===== config.mk =====
export PLATFORM = sky130hd
export DESIGN_NAME = dtp_down_timer
export DESIGN_NICKNAME = d
export VERILOG_FILES = /design/src/verilog/dtp_pkg.sv /design/src/verilog/dtp_down_timer.sv
export SDC_FILE = /design/constraint.sdc
export NUM_CORES = 1
export LEC_CHECK = 0
export BUFFER_PORTS_ARGS = -buffer_cell sky130_fd_sc_hd__buf_2
export CAP_MARGIN = 20
export CORE_MARGIN = 1
export CORE_UTILIZATION = 50
export DETAILED_ROUTE_END_ITERATION = 10
export PLACE_DENSITY = 0.8
export SKIP_LAST_GASP = 1
export SYNTH_ARGS = -nofsm -noshare
export SYNTH_HDL_FRONTEND = slang
export SYNTH_SLANG_ARGS = --single-unit

===== constraint.sdc =====
create_clock -name CORE_CLK -period 6.5 [get_ports CORE_CLK]
set_input_delay 0 -clock CORE_CLK [delete_from_list [all_inputs] [get_ports CORE_CLK]]
set_output_delay 0 -clock CORE_CLK [all_outputs]
set_load 0.02 [all_outputs]

===== src/verilog/dtp_pkg.sv =====
package dtp_pkg;

    // ---------------------------------------------------------------
    // register map (byte addresses on the APB)
    // ---------------------------------------------------------------
    localparam logic [7:0] OFF_DOWN_COUNT   = 8'h00; // down_count_register
    localparam logic [7:0] OFF_CTRL_ONE     = 8'h04; // counter_control_one
    localparam logic [7:0] OFF_CTRL_TWO     = 8'h08; // counter_control_two
    localparam logic [7:0] OFF_PRESC_LIVE   = 8'h0C; // prescale_live_value
    localparam logic [7:0] OFF_PULSE_DUTY   = 8'h10; // pulse_duty_register
    localparam logic [7:0] OFF_TONE_CTRL    = 8'h14; // tone_control_register
    localparam logic [7:0] OFF_IRQ_FLAG     = 8'h18; // irq_flag_register
    localparam logic [7:0] OFF_IRQ_ENABLE   = 8'h1C; // irq_enable_register

    // ---------------------------------------------------------------
    // field positions and constants
    // ---------------------------------------------------------------
    localparam int         FLAG_UNDERFLOW_BIT = 3;  // underflow_flag
    localparam int         GLOBAL_ENABLE_BIT  = 7;  // global_irq_enable
    localparam logic [7:0] COUNT_WRAP_VALUE   = 8'hFF;
    localparam logic [7:0] COUNT_ZERO         = 8'h00;
    localparam logic [7:0] CTRL_ONE_RST       = 8'h00;
    localparam logic [7:0] CTRL_TWO_RST       = 8'h08; // prescaler bypassed
    localparam logic [7:0] TONE_CTRL_RST      = 8'h00;
    localparam logic [7:0] BYTE_ZERO          = 8'h00;
    localparam logic [3:0] PRESC_SHIFT_BASE   = 4'h1; // code 0 means 1:2

    // ---------------------------------------------------------------
    // control register layouts
    // ---------------------------------------------------------------
    typedef struct packed {
        logic       pulse_out_enable;   // bit 7
        logic       pulse_active_low;   // bit 6
        logic [2:0] unused;             // bits 5..3, read as zero
        logic       single_pass_select; // bit 2
        logic       reload_on_wrap;     // bit 1
        logic       counter_run_enable; // bit 0
    } dtp_ctrl_one_t;

    typedef struct packed {
        logic [1:0] unused;                // bits 7..6
        logic       count_source_select;   // bit 5
        logic       pin_edge_select;       // bit 4
        logic       prescale_enable_n;     // bit 3
        logic [2:0] prescale_ratio_select; // bits 2..0
    } dtp_ctrl_two_t;

    typedef struct packed {
        logic       tone_out_enable;  // bit 7
        logic [2:0] unused;           // bits 6..4
        logic [3:0] tone_rate_select; // bit 3 picks source
    } dtp_tone_ctrl_t;

endpackage : dtp_pkg


===== src/verilog/dtp_down_timer.sv =====
`timescale 1ns/1ps
module dtp_down_timer
    import dtp_pkg::*;
#(
    parameter int ADDR_W = 8 // apb address width
)(
    input  wire logic              CORE_CLK,
    input  wire logic              SRST,
    input  wire logic              PSEL,
    input  wire logic              PENABLE,
    input  wire logic              PWRITE,
    input  wire logic [ADDR_W-1:0] PADDR,
    input  wire logic [31:0]       PWDATA,
    output logic      [31:0]       PRDATA,
    output logic                   PREADY,
    output logic                   PSLVERR,
    input  wire logic              EXTERNAL_COUNT_PIN,
    output logic                   PULSE_PIN_O,
    output logic                   PULSE_PIN_OE,
    output logic                   TONE_PIN_O,
    output logic                   TONE_PIN_OE,
    output logic                   IRQ
);

    // ---------------------------------------------------------------
    // elaboration check
    // ---------------------------------------------------------------
    if (ADDR_W < 5 || ADDR_W > 8)
    begin : g_bad_addr
        $error("dtp_down_timer: ADDR_W must be 5 to 8");
    end

    // ---------------------------------------------------------------
    // helper functions
    // ---------------------------------------------------------------
    // true when the low k bits of cnt are all ones (k up to 8)
    function automatic logic pow2_hit(input logic [7:0] cnt,
                                      input logic [3:0] k);
        logic [8:0] mask;
        mask = (9'h001 << k) - 9'h001;
        return (({1'b0, cnt} | ~mask) == 9'h1FF);
    endfunction : pow2_hit

    // ---------------------------------------------------------------
    // state
    // ---------------------------------------------------------------
    dtp_ctrl_one_t  ctrl_one;       // counter_control_one
    dtp_ctrl_two_t  ctrl_two;       // counter_control_two
    dtp_tone_ctrl_t tone_ctrl;      // tone_control_register
    logic [7:0]     down_count;     // live count
    logic [7:0]     reload_value;   // reload_value_register
    logic [7:0]     pulse_duty;     // pulse_duty_register
    logic [7:0]     presc_count;    // prescale_live_value
    logic [7:0]     tone_count;     // tone divider
    logic           tone_level;     // square wave before pin
    logic           stopped;        // single pass has finished
    logic           underflow_flag; // sticky event bit
    logic [7:0]     irq_enable;     // irq_enable_register
    logic           pin_s1;         // synchroniser stage 1
    logic           pin_s2;         // synchroniser stage 2
    logic           pin_s3;         // synchroniser stage 3
    logic           pin_level;      // accepted pin level

    // ---------------------------------------------------------------
    // apb access decode
    // ---------------------------------------------------------------
    logic [7:0] addr8;      // address widened to the map width
    logic       access;     // access phase completing this edge
    logic       wr;         // completing write
    logic [7:0] wbyte;      // low write byte

    assign addr8  = 8'(PADDR);
    assign access = PSEL & PENABLE & PREADY;
    assign wr     = access & PWRITE;
    assign wbyte  = PWDATA[7:0];

    logic wr_count;         // write to down_count_register
    assign wr_count = wr && (addr8 == OFF_DOWN_COUNT);

    // ---------------------------------------------------------------
    // count source and prescaler
    // ---------------------------------------------------------------
    logic pin_edge;         // selected pin transition
    logic src_tick;         // selected source pulse
    logic presc_hit;        // prescaler terminal point
    logic count_tick;       // counter input clock
    logic underflow;        // counter passes below zero

    // a change counts once stages 2 and 3 agree on a new level;
    // stage 1 may be metastable, so it is never compared
    assign pin_edge = (pin_s2 == pin_s3) & (pin_s3 != pin_level) &
                      (ctrl_two.pin_edge_select ? ~pin_s3
                                                : pin_s3);
    // instruction clock is one pulse per core cycle
    assign src_tick = ctrl_one.counter_run_enable &
                      (ctrl_two.count_source_select ? pin_edge
                                                    : 1'b1);
    // code n divides by two to the n+1
    assign presc_hit = pow2_hit(presc_count,
                                {1'b0, ctrl_two.prescale_ratio_select}
                                + PRESC_SHIFT_BASE);
    assign count_tick = src_tick &
                        (ctrl_two.prescale_enable_n | presc_hit);
    assign underflow = count_tick & ~stopped & (down_count == COUNT_ZERO);

    // three-stage synchroniser for the external count pin
    always_ff @(posedge CORE_CLK)
    begin
        if (SRST)
        begin
            pin_s1 <= 1'b0;
            pin_s2 <= 1'b0;
            pin_s3    <= 1'b0;
            pin_level <= 1'b0;
        end
        else
        begin
            pin_s1 <= EXTERNAL_COUNT_PIN;
            pin_s2 <= pin_s1;
            pin_s3 <= pin_s2;
            // level moves only when both late stages agree
            if (pin_s2 == pin_s3)
                pin_level <= pin_s3;
        end
    end

    // prescaler counter, cleared whenever its setup is rewritten
    always_ff @(posedge CORE_CLK)
    begin
        if (SRST)
            presc_count <= BYTE_ZERO;
        else if (wr && addr8 == OFF_CTRL_TWO)
            presc_count <= BYTE_ZERO;
        else if (src_tick && !ctrl_two.prescale_enable_n)
            presc_count <= presc_count + 8'h01;
    end

    // ---------------------------------------------------------------
    // down counter
    // ---------------------------------------------------------------
    // a software write wins over a tick in the same cycle
    always_ff @(posedge CORE_CLK)
    begin
        if (SRST)
        begin
            down_count   <= COUNT_ZERO;
            reload_value <= COUNT_ZERO;
            stopped      <= 1'b0;
        end
        else if (wr_count)
        begin
            down_count   <= wbyte;
            reload_value <= wbyte;
            stopped      <= 1'b0;
        end
        else if (underflow)
        begin
            if (ctrl_one.single_pass_select)
                stopped <= 1'b1;
            else if (ctrl_one.reload_on_wrap)
                down_count <= reload_value;
            else
                down_count <= COUNT_WRAP_VALUE;
        end
        else if (count_tick && !stopped)
            down_count <= down_count - 8'h01;
    end

    // ---------------------------------------------------------------
    // control registers
    // ---------------------------------------------------------------
    // unused fields are forced to zero so they read back as zero
    always_ff @(posedge CORE_CLK)
    begin
        if (SRST)
        begin
            ctrl_one   <= dtp_ctrl_one_t'(CTRL_ONE_RST);
            ctrl_two   <= dtp_ctrl_two_t'(CTRL_TWO_RST);
            tone_ctrl  <= dtp_tone_ctrl_t'(TONE_CTRL_RST);
            pulse_duty <= BYTE_ZERO;
            irq_enable <= BYTE_ZERO;
        end
        else if (wr)
        begin
            case (addr8)
                OFF_CTRL_ONE:
                begin
                    ctrl_one        <= dtp_ctrl_one_t'(wbyte);
                    ctrl_one.unused <= 3'h0;
                end
                OFF_CTRL_TWO:
                begin
                    ctrl_two        <= dtp_ctrl_two_t'(wbyte);
                    ctrl_two.unused <= 2'h0;
                end
                OFF_TONE_CTRL:
                begin
                    tone_ctrl        <= dtp_tone_ctrl_t'(wbyte);
                    tone_ctrl.unused <= 3'h0;
                end
                OFF_PULSE_DUTY: pulse_duty <= wbyte;
                OFF_IRQ_ENABLE: irq_enable <= wbyte;
                default: ; // other offsets hold no control state
            endcase
        end
    end

    // ---------------------------------------------------------------
    // interrupt flag and request
    // ---------------------------------------------------------------
    // writing zero clears; an underflow in that cycle still sets it
    always_ff @(posedge CORE_CLK)
    begin
        if (SRST)
            underflow_flag <= 1'b0;
        else if (underflow)
            underflow_flag <= 1'b1;
        else if (wr && addr8 == OFF_IRQ_FLAG && !wbyte[FLAG_UNDERFLOW_BIT])
            underflow_flag <= 1'b0;
    end

    // level request, gated by the unit and global enables
    always_ff @(posedge CORE_CLK)
    begin
        if (SRST)
            IRQ <= 1'b0;
        else
            IRQ <= underflow_flag & irq_enable[FLAG_UNDERFLOW_BIT]
                   & irq_enable[GLOBAL_ENABLE_BIT];
    end

    // ---------------------------------------------------------------
    // pulse-width output
    // ---------------------------------------------------------------
    // active while count is below duty: duty 0 never, 0xFF for 255
    always_ff @(posedge CORE_CLK)
    begin
        if (SRST)
        begin
            PULSE_PIN_O  <= 1'b0;
            PULSE_PIN_OE <= 1'b0;
        end
        else
        begin
            PULSE_PIN_O  <= (down_count < pulse_duty)
                            ^ ctrl_one.pulse_active_low;
            PULSE_PIN_OE <= ctrl_one.pulse_out_enable;
        end
    end

    // ---------------------------------------------------------------
    // tone output
    // ---------------------------------------------------------------
    logic tone_src;         // selected tone source pulse
    logic tone_hit;         // divided tone pulse

    assign tone_src = tone_ctrl.tone_rate_select[3] ? underflow
                                                    : count_tick &
                      ~ctrl_two.prescale_enable_n |
                      (src_tick & ctrl_two.prescale_enable_n);
    // the toggle doubles the ratio: codes give 1:2 up to 1:256
    assign tone_hit = tone_src &
                      pow2_hit(tone_count,
                               {1'b0, tone_ctrl.tone_rate_select[2:0]});

    // divider count and square wave toggle
    always_ff @(posedge CORE_CLK)
    begin
        if (SRST)
        begin
            tone_count <= BYTE_ZERO;
            tone_level <= 1'b0;
        end
        else if (tone_src)
        begin
            tone_count <= tone_count + 8'h01;
            if (tone_hit)
                tone_level <= ~tone_level;
        end
    end

    // pin drivers for the tone
    always_ff @(posedge CORE_CLK)
    begin
        if (SRST)
        begin
            TONE_PIN_O  <= 1'b0;
            TONE_PIN_OE <= 1'b0;
        end
        else
        begin
            TONE_PIN_O  <= tone_level;
            TONE_PIN_OE <= tone_ctrl.tone_out_enable;
        end
    end

    // ---------------------------------------------------------------
    // apb read path and handshake
    // ---------------------------------------------------------------
    logic [7:0] next_rbyte; // read byte chosen in the setup cycle
    logic       next_err;   // unmapped address

    always_comb
    begin
        next_rbyte = BYTE_ZERO;
        next_err   = 1'b0;
        case (addr8)
            OFF_DOWN_COUNT: next_rbyte = down_count;
            OFF_CTRL_ONE:   next_rbyte = ctrl_one;
            OFF_CTRL_TWO:   next_rbyte = ctrl_two;
            OFF_PRESC_LIVE: next_rbyte = presc_count;
            OFF_PULSE_DUTY: next_rbyte = pulse_duty;
            OFF_TONE_CTRL:  next_rbyte = tone_ctrl;
            OFF_IRQ_FLAG:   next_rbyte[FLAG_UNDERFLOW_BIT] = underflow_flag;
            OFF_IRQ_ENABLE: next_rbyte = irq_enable;
            default:        next_err   = 1'b1;
        endcase
    end

    // one wait-free access cycle; data captured at setup
    always_ff @(posedge CORE_CLK)
    begin
        if (SRST)
        begin
            PREADY  <= 1'b0;
            PRDATA  <= 32'h0000_0000;
            PSLVERR <= 1'b0;
        end
        else if (PSEL && !PENABLE)
        begin
            PREADY  <= 1'b1;
            PRDATA  <= {24'h00_0000, next_rbyte};
            PSLVERR <= next_err;
        end
        else
        begin
            PREADY  <= 1'b0;
            PSLVERR <= 1'b0;
        end
    end
endmodule : dtp_down_timer


==> flow_metrics.tcl, run 1 <==
set metrics [dict create \
    required_ns 6.77 \
    min_period_over_period_pct 44.1 \
    setup_violations 0 \
    rows 34 \
    grt_pass1_wl_um 17800 \
    slew_viol_final 0 \
    drt-wirelength-per-cell_um 15.5 \
    cts_max_level 3 \
    numCtsBuffers 9 \
    postCtsSetupBuffers 0 \
    die_h_um 97.9 \
    fillerInstances 789 \
    switching_share_pct 22.1 \
    synth_edf_count 0 \
    min_path_type "input pin to flop" \
    yosysMostFrequentCell "dfxtp_1" \
    root_buffer "clkbuf_8" \
    p_int_mw 0.829 \
    p_per_area_mw_per_mm2 211 \
    drc 22 \
    start_util_pct 52.2 \
    wirelength_um 10900 \
    seqPwrFrac_pct 49.0 \
    cp.arrival_ns 3.14 \
    yosys.area.top_type "dfxtp_1" \
    die_area_mm2 0.00958 \
    detail-route-antenna-nets 0 \
    ys_seq_elements 85 \
    yosysSeqAreaShare_pct 37.0 \
    core_area_mm2 0.00881 \
    async_flop_share_pct 0 \
    critPathMaxStageDelay_ns 0.43 \
    cts_sinks 85 \
    skew_ns 0.00844 \
    grt_max_degree 78 \
    ys.flop_type "dfxtp_1" \
    layout-drive-gt1-share_pct 12.9 \
    antenna_cells 0 \
    antenna_found_initial 0 \
    netlist_area_mm2 0.00459 \
    grtUsageTotal_pct 23.2 \
    cts_resized 0 \
    tritoncts "yes" \
    critPathSlowestCell "dfxtp_1" \
    layout_setup_ws_ns 3.63 \
    gp_congestion 0.926 \
    maxCapViolCount 0 \
    critPathLaunchType "flop" \
    vias 4153 \
    fin_nets 652 \
    min_period_ns 2.87 \
    violations "DRC" \
    syn_area_per_cell_um2 8.10 \
    multi_input_area_mm2 0.00258 \
    ios 85 \
    yosys-top-cells-area "dfxtp_1 (37%), a21oi_1 (6.8%), nand2_1 (6.4%)" \
    synthCells 567 \
    p_sw_mw 0.235 \
    areaGrowthSynthToFinish_pct 10.0 \
    post-route-util_pct 57.4 \
    via_per_inst 5.88 \
    worstPathMaxFanout 13 \
    max_freq_ghz 0.348 \
    crit_family "compound AO/OA/AOI/OAI gates" \
    vdd_drop_max_v 0.000100 \
    slew-limit-headroom_pct 26.9 \
    cp.buffers_inverters 0 \
    yosysWarningCount 0 \
    grt_pass1_vias 3622 \
    crit_chain "or3_1 -> ha_1 -> or3b_1 -> a211oi_2 -> a21oi_1 -> a31o_4 -> nor4bb_1 -> a211o_1 -> a221oi_2" \
    hold_viol 0 \
    yosys.cell_types.count 65 \
    clk_path_buf_depth 2 \
    rsz0062_at_grt "false" \
    worst_pin_slew_ns 1.09 \
    finalPower_mw 1.06 \
    status "complete, but fails checks" \
    numPortBuffers 36 \
    leakage_nw 1.87 \
    power_frac_comb_pct 5.6 \
    pwr-share-clk_pct 45.3 \
    synth_top_area_share_pct 37.0 \
    setup_tns_ns 0 \
    place_hpwl_um 7650 \
    drt_iter0_markers 337 \
    drt_pass1_iterations 8 \
    overflow 0 \
    worstSetupPathType "flop to flop" \
    seq_area_mm2 0.00170 \
    synthTopCellsByCount "dfxtp_1 (85), nand2_1 (78), a21oi_1 (62), nor2_1 (53), nand3_1 (36)" \
    die_x_um 97.9 \
    clkTransAtPathRegs_ns 0.09 \
    worstSetupEndpointType "flop" \
    holdWs_ns 0.0739 \
    post-place-ws_ns 3.69 \
    clock_latency_ns 0.36 \
]
==> through the flow <==
stage | instances | instance area [um2]
2_1_floorplan | 590 | 4680
3_3_place_gp | 681 | 4700
3_5_place_dp | 681 | 4700
4_1_cts | 706 | 5050
5_1_grt | 706 | 5050
6_report | 706 | 5050
==> metal layers <==
metal | wire, um | share of wire (%) | global-route usage (%)
met3 | 889 | 8.1 | 4.94
met4 | 279 | 2.6 | 10.0
met1 | 4760 | 44 | 31.0
met5 | 0 | 0 | 0
met2 | 4980 | 46 | 36.2
==> cell usage in the layout (no fill, tap or decap), drive strengths merged, types with 5 or more instances in the layout <==
master	instances
dlygate4sd3	9
nand2	80
a21oi	62
nand3	36
nor3	10
a311o	5
inv	21
xor2	10
nor2	54
clkbuf	9
xnor2	6
ha	13
a311oi	5
buf	39
a211oi	8
mux2i	11
o21ai	13
dfxtp	85
a221oi	6
nor2b	10
conb	25
nand2b	5
nand4	7
==> registers in the layout (all words and copies together) (netlist names), 6 cells and up <==
| name | count |
|---|---|
| PRDATA | 8 |
| ctrl_two | 6 |
| down_count | 8 |
| irq_enable | 8 |
| presc_count | 8 |
| pulse_duty | 8 |
| reload_value | 8 |
| tone_count | 7 |
==> path summary, 6_finish.rpt <==
| path | to | cells after the start | start | slack, ns |
|---|---|---|---|---|
| setup / recovery | down_count[2] | 9 | ctrl_two[2] | 3.63 |
| hold / removal | PSLVERR | 4 | PADDR[6] | 0.07 |
| setup reg to reg | down_count[2] | 9 | ctrl_two[2] | 3.63 |
| hold reg to reg | pin_s2 | 1 | pin_s1 | 0.44 |
==> worst register-to-register path, cell delays in order (launching register included) <==
cell and delay (ns):
dfxtp_1 0.43, or3_1 0.42, ha_1 0.28, or3b_1 0.40, a211oi_2 0.19, a21oi_1 0.09, a31o_4 0.31, nor4bb_1 0.15
a211o_1 0.28, a221oi_2 0.23
==> cell families (layout without fill, tap and decap cells) <==
group | after synthesis | after routing | synth area share (%)
DFF | 85 | 85 | 37.0
xor gates and xnor gates | 16 | 16 | 3.05
muxes | 19 | 19 | 5.42
and+or+nand+nor | 230 | 230 | 24.2
AOI/OAI and AO/OA | 124 | 124 | 17.8
other | 2 | 25 | 0.163
buffers and inverters | 78 | 86 | 8.77
adders and majority gates | 13 | 13 | 3.54
==> what timing repair did <==
item                                    4_1_cts  5_1_grt
endpoints found under the setup margin        0        0
hold endpoints to repair                     40        0
hold buffers                                  9        0
==> power by group through the flow <==
| stage | registers, mW | clock network (mW) | logic (mW) |
|---|---|---|---|
| after floorplan | 0.535 | 0 | 0.0477 |
| after global placement | 0.534 | 0 | 0.0540 |
| after detailed placement | 0.534 | 0 | 0.0548 |
| after CTS | 0.522 | 0.491 | 0.0591 |
| after global routing | 0.522 | 0.511 | 0.0640 |
| final | 0.522 | 0.483 | 0.0600 |
==> cell type report <==
cell class / instances / area share [%]
Clock inverter: 7 / 2.72
Inverter: 22 / 1.63
Clock buffer: 9 / 2.45
Tap cell: 108 / 2.67
Timing Repair Buffer: 48 / 5.79
Multi-Input combinational cell: 427 / 51.1
Sequential cell: 85 / 33.7
(Power assumes the default switching activity.)
==> inputs of run 2 (changes only) <==
--- a/config.mk
+++ b/config.mk
@@ -5,12 +5,13 @@
 export SDC_FILE = /design/constraint.sdc
 export NUM_CORES = 1
 export LEC_CHECK = 0
+export ABC_AREA = 1
 export BUFFER_PORTS_ARGS = -buffer_cell sky130_fd_sc_hd__buf_2
 export CAP_MARGIN = 20
 export CORE_MARGIN = 1
 export CORE_UTILIZATION = 50
 export DETAILED_ROUTE_END_ITERATION = 10
-export PLACE_DENSITY = 0.8
+export PLACE_DENSITY = 0.83
 export SKIP_LAST_GASP = 1
 export SYNTH_ARGS = -nofsm -noshare
 export SYNTH_HDL_FRONTEND = slang
==> constraint.sdc (replaced) <==
create_clock -name CORE_CLK -period 2.6 [get_ports CORE_CLK]
set_input_delay 0 -clock CORE_CLK [delete_from_list [all_inputs] [get_ports CORE_CLK]]
set_output_delay 0 -clock CORE_CLK [all_outputs]
set_load 0.02 [all_outputs]
==> run 2 against run 1 <==
Compared with the run above: the flow still finishes with violations (DRC); critical path depth increased by 6; first-iteration DRC count increased by 34%; cell area barely moved; critical path type unchanged; non-clock buffer count is 2 higher; highest routed layer unchanged; register-to-register slack worse by 3.5 ns; fmax increased by 17%; clock power up 84%; die area is 0.43% lower; sequential power grew to 2.5 times the previous value; clock-buffer cell count stayed put; synthesized cell count is 12% higher.
==> flow_metrics.tcl, run 2 <==
set metrics [dict create \
    leakage_nw 2.14 \
    cp.arrival_ns 2.75 \
    min_path_type "input pin to flop" \
    final_cell_mix "nand2_1 (111), dfxtp_1 (85), inv_1 (80), a21oi_1 (72), o21ai_0 (48)" \
    worstSetupPathType "flop to flop" \
    switching_share_pct 27.3 \
    rr_startpoint "ctrl_two[1]" \
    p_per_area_mw_per_mm2 463 \
    yosys.area.top_type "dfxtp_1" \
    clk_path_buf_depth 2 \
    reg2reg_depth 15 \
    required_ns 2.90 \
    grt_use_met1_pct 32.9 \
    netlist_area_mm2 0.00457 \
    antenna_cells 0 \
    detail-route-antenna-nets 0 \
    vdd_drop_max_v 0.000321 \
    yosysSeqAreaShare_pct 37.2 \
    use_met3_pct 4.53 \
    antenna_found_initial 0 \
    yosysWarningCount 0 \
    rows 34 \
    grtUsageTotal_pct 25.4 \
    top_usage_layer "met2" \
    p_int_mw 1.70 \
    min-delay-start "PWDATA[1]" \
    async_flop_share_pct 0 \
    r2r-end "down_count[2]" \
    cts_sinks 85 \
    clkTransAtPathRegs_ns 0.10 \
    worst-r2r-setup-slack_ns 0.15 \
    cts_max_level 3 \
    min_period_over_period_pct 94.2 \
    worst_pin_slew_ns 0.665 \
    holdWs_ns 0.0115 \
    hold_viol 0 \
    gp_congestion 0.973 \
    fin_cells 794 \
    drc 18 \
    grt_pass1_vias 4022 \
    fin_nets 740 \
    start_util_pct 51.9 \
    yosysMostFrequentCell "nand2_1" \
    critPathSlowestCell "dfxtp_1" \
    wirelength_um 11800 \
    seqPwrFrac_pct 55.8 \
    status "complete, but fails checks" \
    yosys.cell_types.count 46 \
    drt_iter0_markers 451 \
    worstPathMaxFanout 16 \
    worstSetupEndpointType "flop" \
    numPortBuffers 36 \
    synthTopCellsByCount "nand2_1 (111), dfxtp_1 (85), inv_1 (80), a21oi_1 (73), o21ai_0 (48)" \
    layout-drive-gt1-share_pct 14.7 \
    ios 85 \
    max_freq_ghz 0.408 \
    tritoncts "yes" \
    critPathLaunchType "flop" \
    grt_max_degree 47 \
    setup_violations 0 \
    clock_latency_ns 0.37 \
    whs_endpoint "down_count[1]" \
    pwr-share-clk_pct 38.1 \
    dpl.cell_count 765 \
    vias 4414 \
    skew_ns 0.0168 \
    via_per_inst 5.56 \
    ys.flop_type "dfxtp_1" \
    die_x_um 97.7 \
    critPathMaxStageDelay_ns 0.38 \
    syn_area_per_cell_um2 7.23 \
    slew_viol_final 0 \
    drt_pass1_iterations 9 \
    power_frac_comb_pct 6.1 \
    slew-limit-headroom_pct 55.7 \
    crit_chain "nor2_1 -> nand2_2 -> ha_1 -> inv_2 -> nor2_1 -> nand2_1 -> nand3_1 -> nor2_2 -> nand3_2 -> nand2_4 -> nand4_4 -> buf_4 -> a21oi_1 -> o21ai_0 -> a21oi_1" \
    drt-wirelength-per-cell_um 14.9 \
    ys_seq_elements 85 \
    maxCapViolCount 0 \
    place_hpwl_um 8640 \
    numCtsBuffers 9 \
    min_period_ns 2.45 \
    root_buffer "clkbuf_8" \
    synth_top_area_share_pct 37.2 \
    areaGrowthSynthToFinish_pct 10.5 \
    core_area_mm2 0.00881 \
    synthCells 633 \
    synth_edf_count 0 \
    hold_depth 3 \
    yosys-top-cells-area "dfxtp_1 (37%), nand2_1 (9.1%), a21oi_1 (8.0%)" \
    die_h_um 97.7 \
    overflow 0 \
    die_area_mm2 0.00954 \
    layout_commonest_cell "nand2_1" \
    violations "DRC" \
    p_sw_mw 0.638 \
    grt_pass1_wl_um 19200 \
    use_met2_pct 41.8 \
]
==> run 2: cell types whose count changed after synthesis, sizes merged, moves of 7 or more <==
cell	change
inv	+68
o21ai	+43
nand2	+41
o22ai	+18
clkbuf	-12
a21oi	+11
mux2i	-11
nand3	-11
nor2b	-10
buf	-8
a211oi	-7
==> run 2: layout make-up <==
cell class	instances	area, um2
fill	825	3750
clock buffer	9	124
tap	108	135
inverter	91	342
clock inverter	7	58.8
timing repair buffer	50	308
sequential	85	1700
multi-input combinational	444	2380
==> run 2: how the worst max path moves through the flow <==
stage | start | to | slack [ns] | depth (start not counted)
CTS | ctrl_two[1] | tone_count[2] | 0.12 | 15
detailed placement | ctrl_two[1] | tone_count[2] | 0.19 | 15
global placement | ctrl_two[0] | tone_count[2] | 0.35 | 15
floorplan | ctrl_two[0] | tone_count[2] | 0.62 | 15
global route | ctrl_two[1] | tone_count[2] | -0.002 | 15
finish | ctrl_two[1] | down_count[2] | 0.15 | 15
==> run 2: metrics by stage <==
stage / setup TNS, ns / power, mW / cell area [um2] / worst slack (ns) / utilization [%]
6_report: 0 / 2.34 / 5050 / 0.151 / 57.4
5_1_grt: -0.00163 / 2.42 / 5050 / -0.00163 / 57.4
4_1_cts: 0 / 2.34 / 5020 / 0.124 / 57.0
3_5_place_dp: 0 / 1.46 / 4750 / 0.189 / 53.9
3_3_place_gp: 0 / 1.46 / 4750 / 0.351 / 53.9
2_1_floorplan: 0 / 1.45 / 4660 / 0.618 / -
==> run 2: timing repair <==
item                                   in CTS  in global routing
endpoints found under the hold margin      25                  0
setup endpoints to repair                   0                  4
gates resized for setup                     0                  1
buffers inserted                            0                  4
hold buffers                                9                  0
==> run 2: power by group through the flow <==
| stage | clock network, mW | logic, mW | registers, mW |
|---|---|---|---|
| after floorplan | 0 | 0.109 | 1.34 |
| final | 0.891 | 0.143 | 1.31 |
| after detailed placement | 0 | 0.129 | 1.34 |
| after global routing | 0.957 | 0.154 | 1.31 |
| after global placement | 0 | 0.126 | 1.34 |
| after CTS | 0.900 | 0.139 | 1.31 |
==> run 2: cells by family (layout without fill, tap and decap cells) <==
kind of cell	count (synthesis)	after routing	synth area share, %
simple gates	234	234	25.4
other cells	2	25	0.164
xor+xnor	9	9	1.72
flops	85	85	37.2
compound gates	163	163	19.3
buf+inv	127	157	12.6
fa+ha+maj	13	13	3.56
==> run 2: per-layer routing <==
metal  vias to the layer above  part of all wire, %
li1                       2140                    -
met1                      2001                   42
met2                       244                   46
met3                        29                  8.9
met4                         0                  2.6
met5                         -                    0
==> run 2: worst max-delay path: cells and delay by family (launching register included) <==
| family | cells | cell delay (ns) |
|---|---|---|
| fa+ha+maj | 1 | 0.22 |
| flops | 1 | 0.38 |
| compound gates | 3 | 0.36 |
| simple gates | 9 | 1.08 |
| buf+inv | 2 | 0.36 |
==> inputs of run 3 (changes only) <==
--- a/config.mk
+++ b/config.mk
@@ -5,7 +5,7 @@
 export SDC_FILE = /design/constraint.sdc
 export NUM_CORES = 1
 export LEC_CHECK = 0
-export ABC_AREA = 1
+export ABC_AREA = 0
 export BUFFER_PORTS_ARGS = -buffer_cell sky130_fd_sc_hd__buf_2
 export CAP_MARGIN = 20
 export CORE_MARGIN = 1
==> run 3 against run 2 <==
Compared with the run above: the run still ends with DRC left; sequential share of layout area fell by 0.69 points; worst setup slack got worse by 0.13 ns; wire length fell by 0.58%; via count fell by 2.4%; utilization rose by 1.2 points; first-iteration DRC count fell by 4.4%; global-route usage fell by 0.39 points; power fell by 0.78%; sequential power barely moved; non-clock buffer count rose by 16; combinational power rose by 9%; fmax fell by 5.2%.
==> flow_metrics.tcl, run 3 (synthesized netlist as in run 1, its figures left out) <==
set metrics [dict create \
    cp.buffers_inverters 0 \
    switching_share_pct 27.0 \
    drc 16 \
    critPathLaunchType "flop" \
    post_dp_cell_area_mm2 0.00483 \
    min-delay-start "PADDR[6]" \
    vdd_drop_max_v 0.000223 \
    start_util_pct 52.2 \
    crit_family "compound AO/OA/AOI/OAI gates" \
    rows 34 \
    pwr-share-clk_pct 37.0 \
    min_period_over_period_pct 99.3 \
    slew_viol_final 0 \
    p_per_area_mw_per_mm2 450 \
    fillerInstances 764 \
    status "complete, but fails checks" \
    numPortBuffers 36 \
    rsz0062_at_grt "true" \
    clk_path_buf_depth 2 \
    post-route-util_pct 58.6 \
    worstSetupPathType "flop to flop" \
    critPathMaxStageDelay_ns 0.43 \
    wirelength_um 11800 \
    multi_input_area_mm2 0.00264 \
    worst_pin_slew_ns 0.743 \
    worstSetupEndpointType "flop" \
    via_per_inst 5.94 \
    antenna_cells 0 \
    required_ns 2.88 \
    numCtsBuffers 9 \
    grt_max_degree 29 \
    worst-r2r-setup-slack_ns 0.02 \
    cts_max_level 3 \
    seqPwrFrac_pct 56.3 \
    cp.arrival_ns 2.87 \
    min_period_ns 2.58 \
    slew-limit-headroom_pct 50.2 \
    grtUsageTotal_pct 25.0 \
    place_hpwl_um 8080 \
    antenna_found_initial 0 \
    core_area_mm2 0.00881 \
    clock_latency_ns 0.37 \
    crit_path_start "ctrl_two[2]" \
    gp_congestion 0.980 \
    detail-route-antenna-nets 0 \
    cts_sinks 85 \
    p_int_mw 1.69 \
    finalPower_mw 2.32 \
    grt_pass1_wl_um 19100 \
    die_x_um 97.9 \
    crit_chain "or3_4 -> ha_4 -> o21ai_0 -> a31oi_1 -> o211a_1 -> a31o_4 -> nand2_4 -> or3_1 -> a311oi_2" \
    setup_violations 0 \
    root_buffer "clkbuf_8" \
    final_cell_mix "dfxtp_1 (85), nand2_1 (77), a21oi_1 (61), nor2_1 (52)" \
    grt_pass1_vias 3904 \
    max_freq_ghz 0.387 \
    critPathSlowestCell "or3_1" \
    ios 85 \
    hold_viol 0 \
    overflow 0 \
    vias 4308 \
    p_sw_mw 0.626 \
    areaGrowthSynthToFinish_pct 12.3 \
    drt-wirelength-per-cell_um 16.2 \
    min_path_type "input pin to flop" \
    drt_iter0_markers 431 \
    layout-drive-gt1-share_pct 16.9 \
    worstPathMaxFanout 13 \
    die_area_mm2 0.00958 \
    layout_commonest_cell "dfxtp_1" \
    violations "DRC" \
    rr_startpoint "ctrl_two[2]" \
    drt_pass1_iterations 8 \
    leakage_nw 1.92 \
    fin_nets 671 \
    skew_ns 0.0104 \
    seq_area_mm2 0.00170 \
    setup_tns_ns 0 \
    die_h_um 97.9 \
    maxCapViolCount 0 \
    power_frac_comb_pct 6.7 \
    tritoncts "yes" \
    final_cell_area_mm2 0.00516 \
    clkTransAtPathRegs_ns 0.09 \
]
## run 3: metal layers
metal / wire (um) / track usage, % / up-vias
met5: 0 / 0 / -
li1: - / - / 2026
met4: 302 / 10.5 / 0
met1: 5070 / 34.2 / 2015
met3: 1160 / 4.29 / 28
met2: 5220 / 38.9 / 239
## run 3: final timing paths
path / depth (start not counted) / end
setup / recovery: 9 / down_count[6]
hold / removal: 4 / PSLVERR
setup reg to reg: 9 / down_count[6]
hold reg to reg: 1 / pin_s2
## run 3: power groups by stage
stage / logic [mW] / registers [mW] / clock network, mW
2_1_floorplan: 0.119 / 1.34 / 0
3_3_place_gp: 0.138 / 1.34 / 0
3_5_place_dp: 0.141 / 1.34 / 0
4_1_cts: 0.152 / 1.31 / 0.865
5_1_grt: 0.167 / 1.31 / 0.927
6_report: 0.156 / 1.31 / 0.859
## run 3: final cells by class
cell class              count  share of cell area, %
clock buffers               9                   2.40
well taps                 108                   2.62
inverters                  22                   1.60
repair buffers             66                   8.29
clock inverters             7                  0.970
flip-flops and latches     85                   33.0
multi-input cells         428                   51.1
## run 3: timing repair
item	in CTS	in global routing
hold buffers	9	0
pin swaps	0	1
endpoints found under the hold margin	42	0
gates cloned	0	1
resized for setup	1	8
setup endpoints to repair	1	7
setup buffers	0	2
## run 3: tightest hold or removal path: stages
cell and delay, ns:
buf_2 0.08, nor2_1 0.03, nand2_1 0.14, and2_1 0.14
## run 3: per-stage QoR
| stage | hold WS (ns) | setup slack, ns | cells |
|---|---|---|---|
| 6_report | 0.0467 | 0.0170 | 725 |
| 4_1_cts | 0.0469 | 0.0187 | 722 |
| 3_3_place_gp | 0.215 | 0.0856 | 697 |
| 3_5_place_dp | 0.229 | -0.0155 | 697 |
| 2_1_floorplan | 0.0799 | 0.0453 | 590 |
| 5_1_grt | 0.0823 | -0.0911 | 725 |
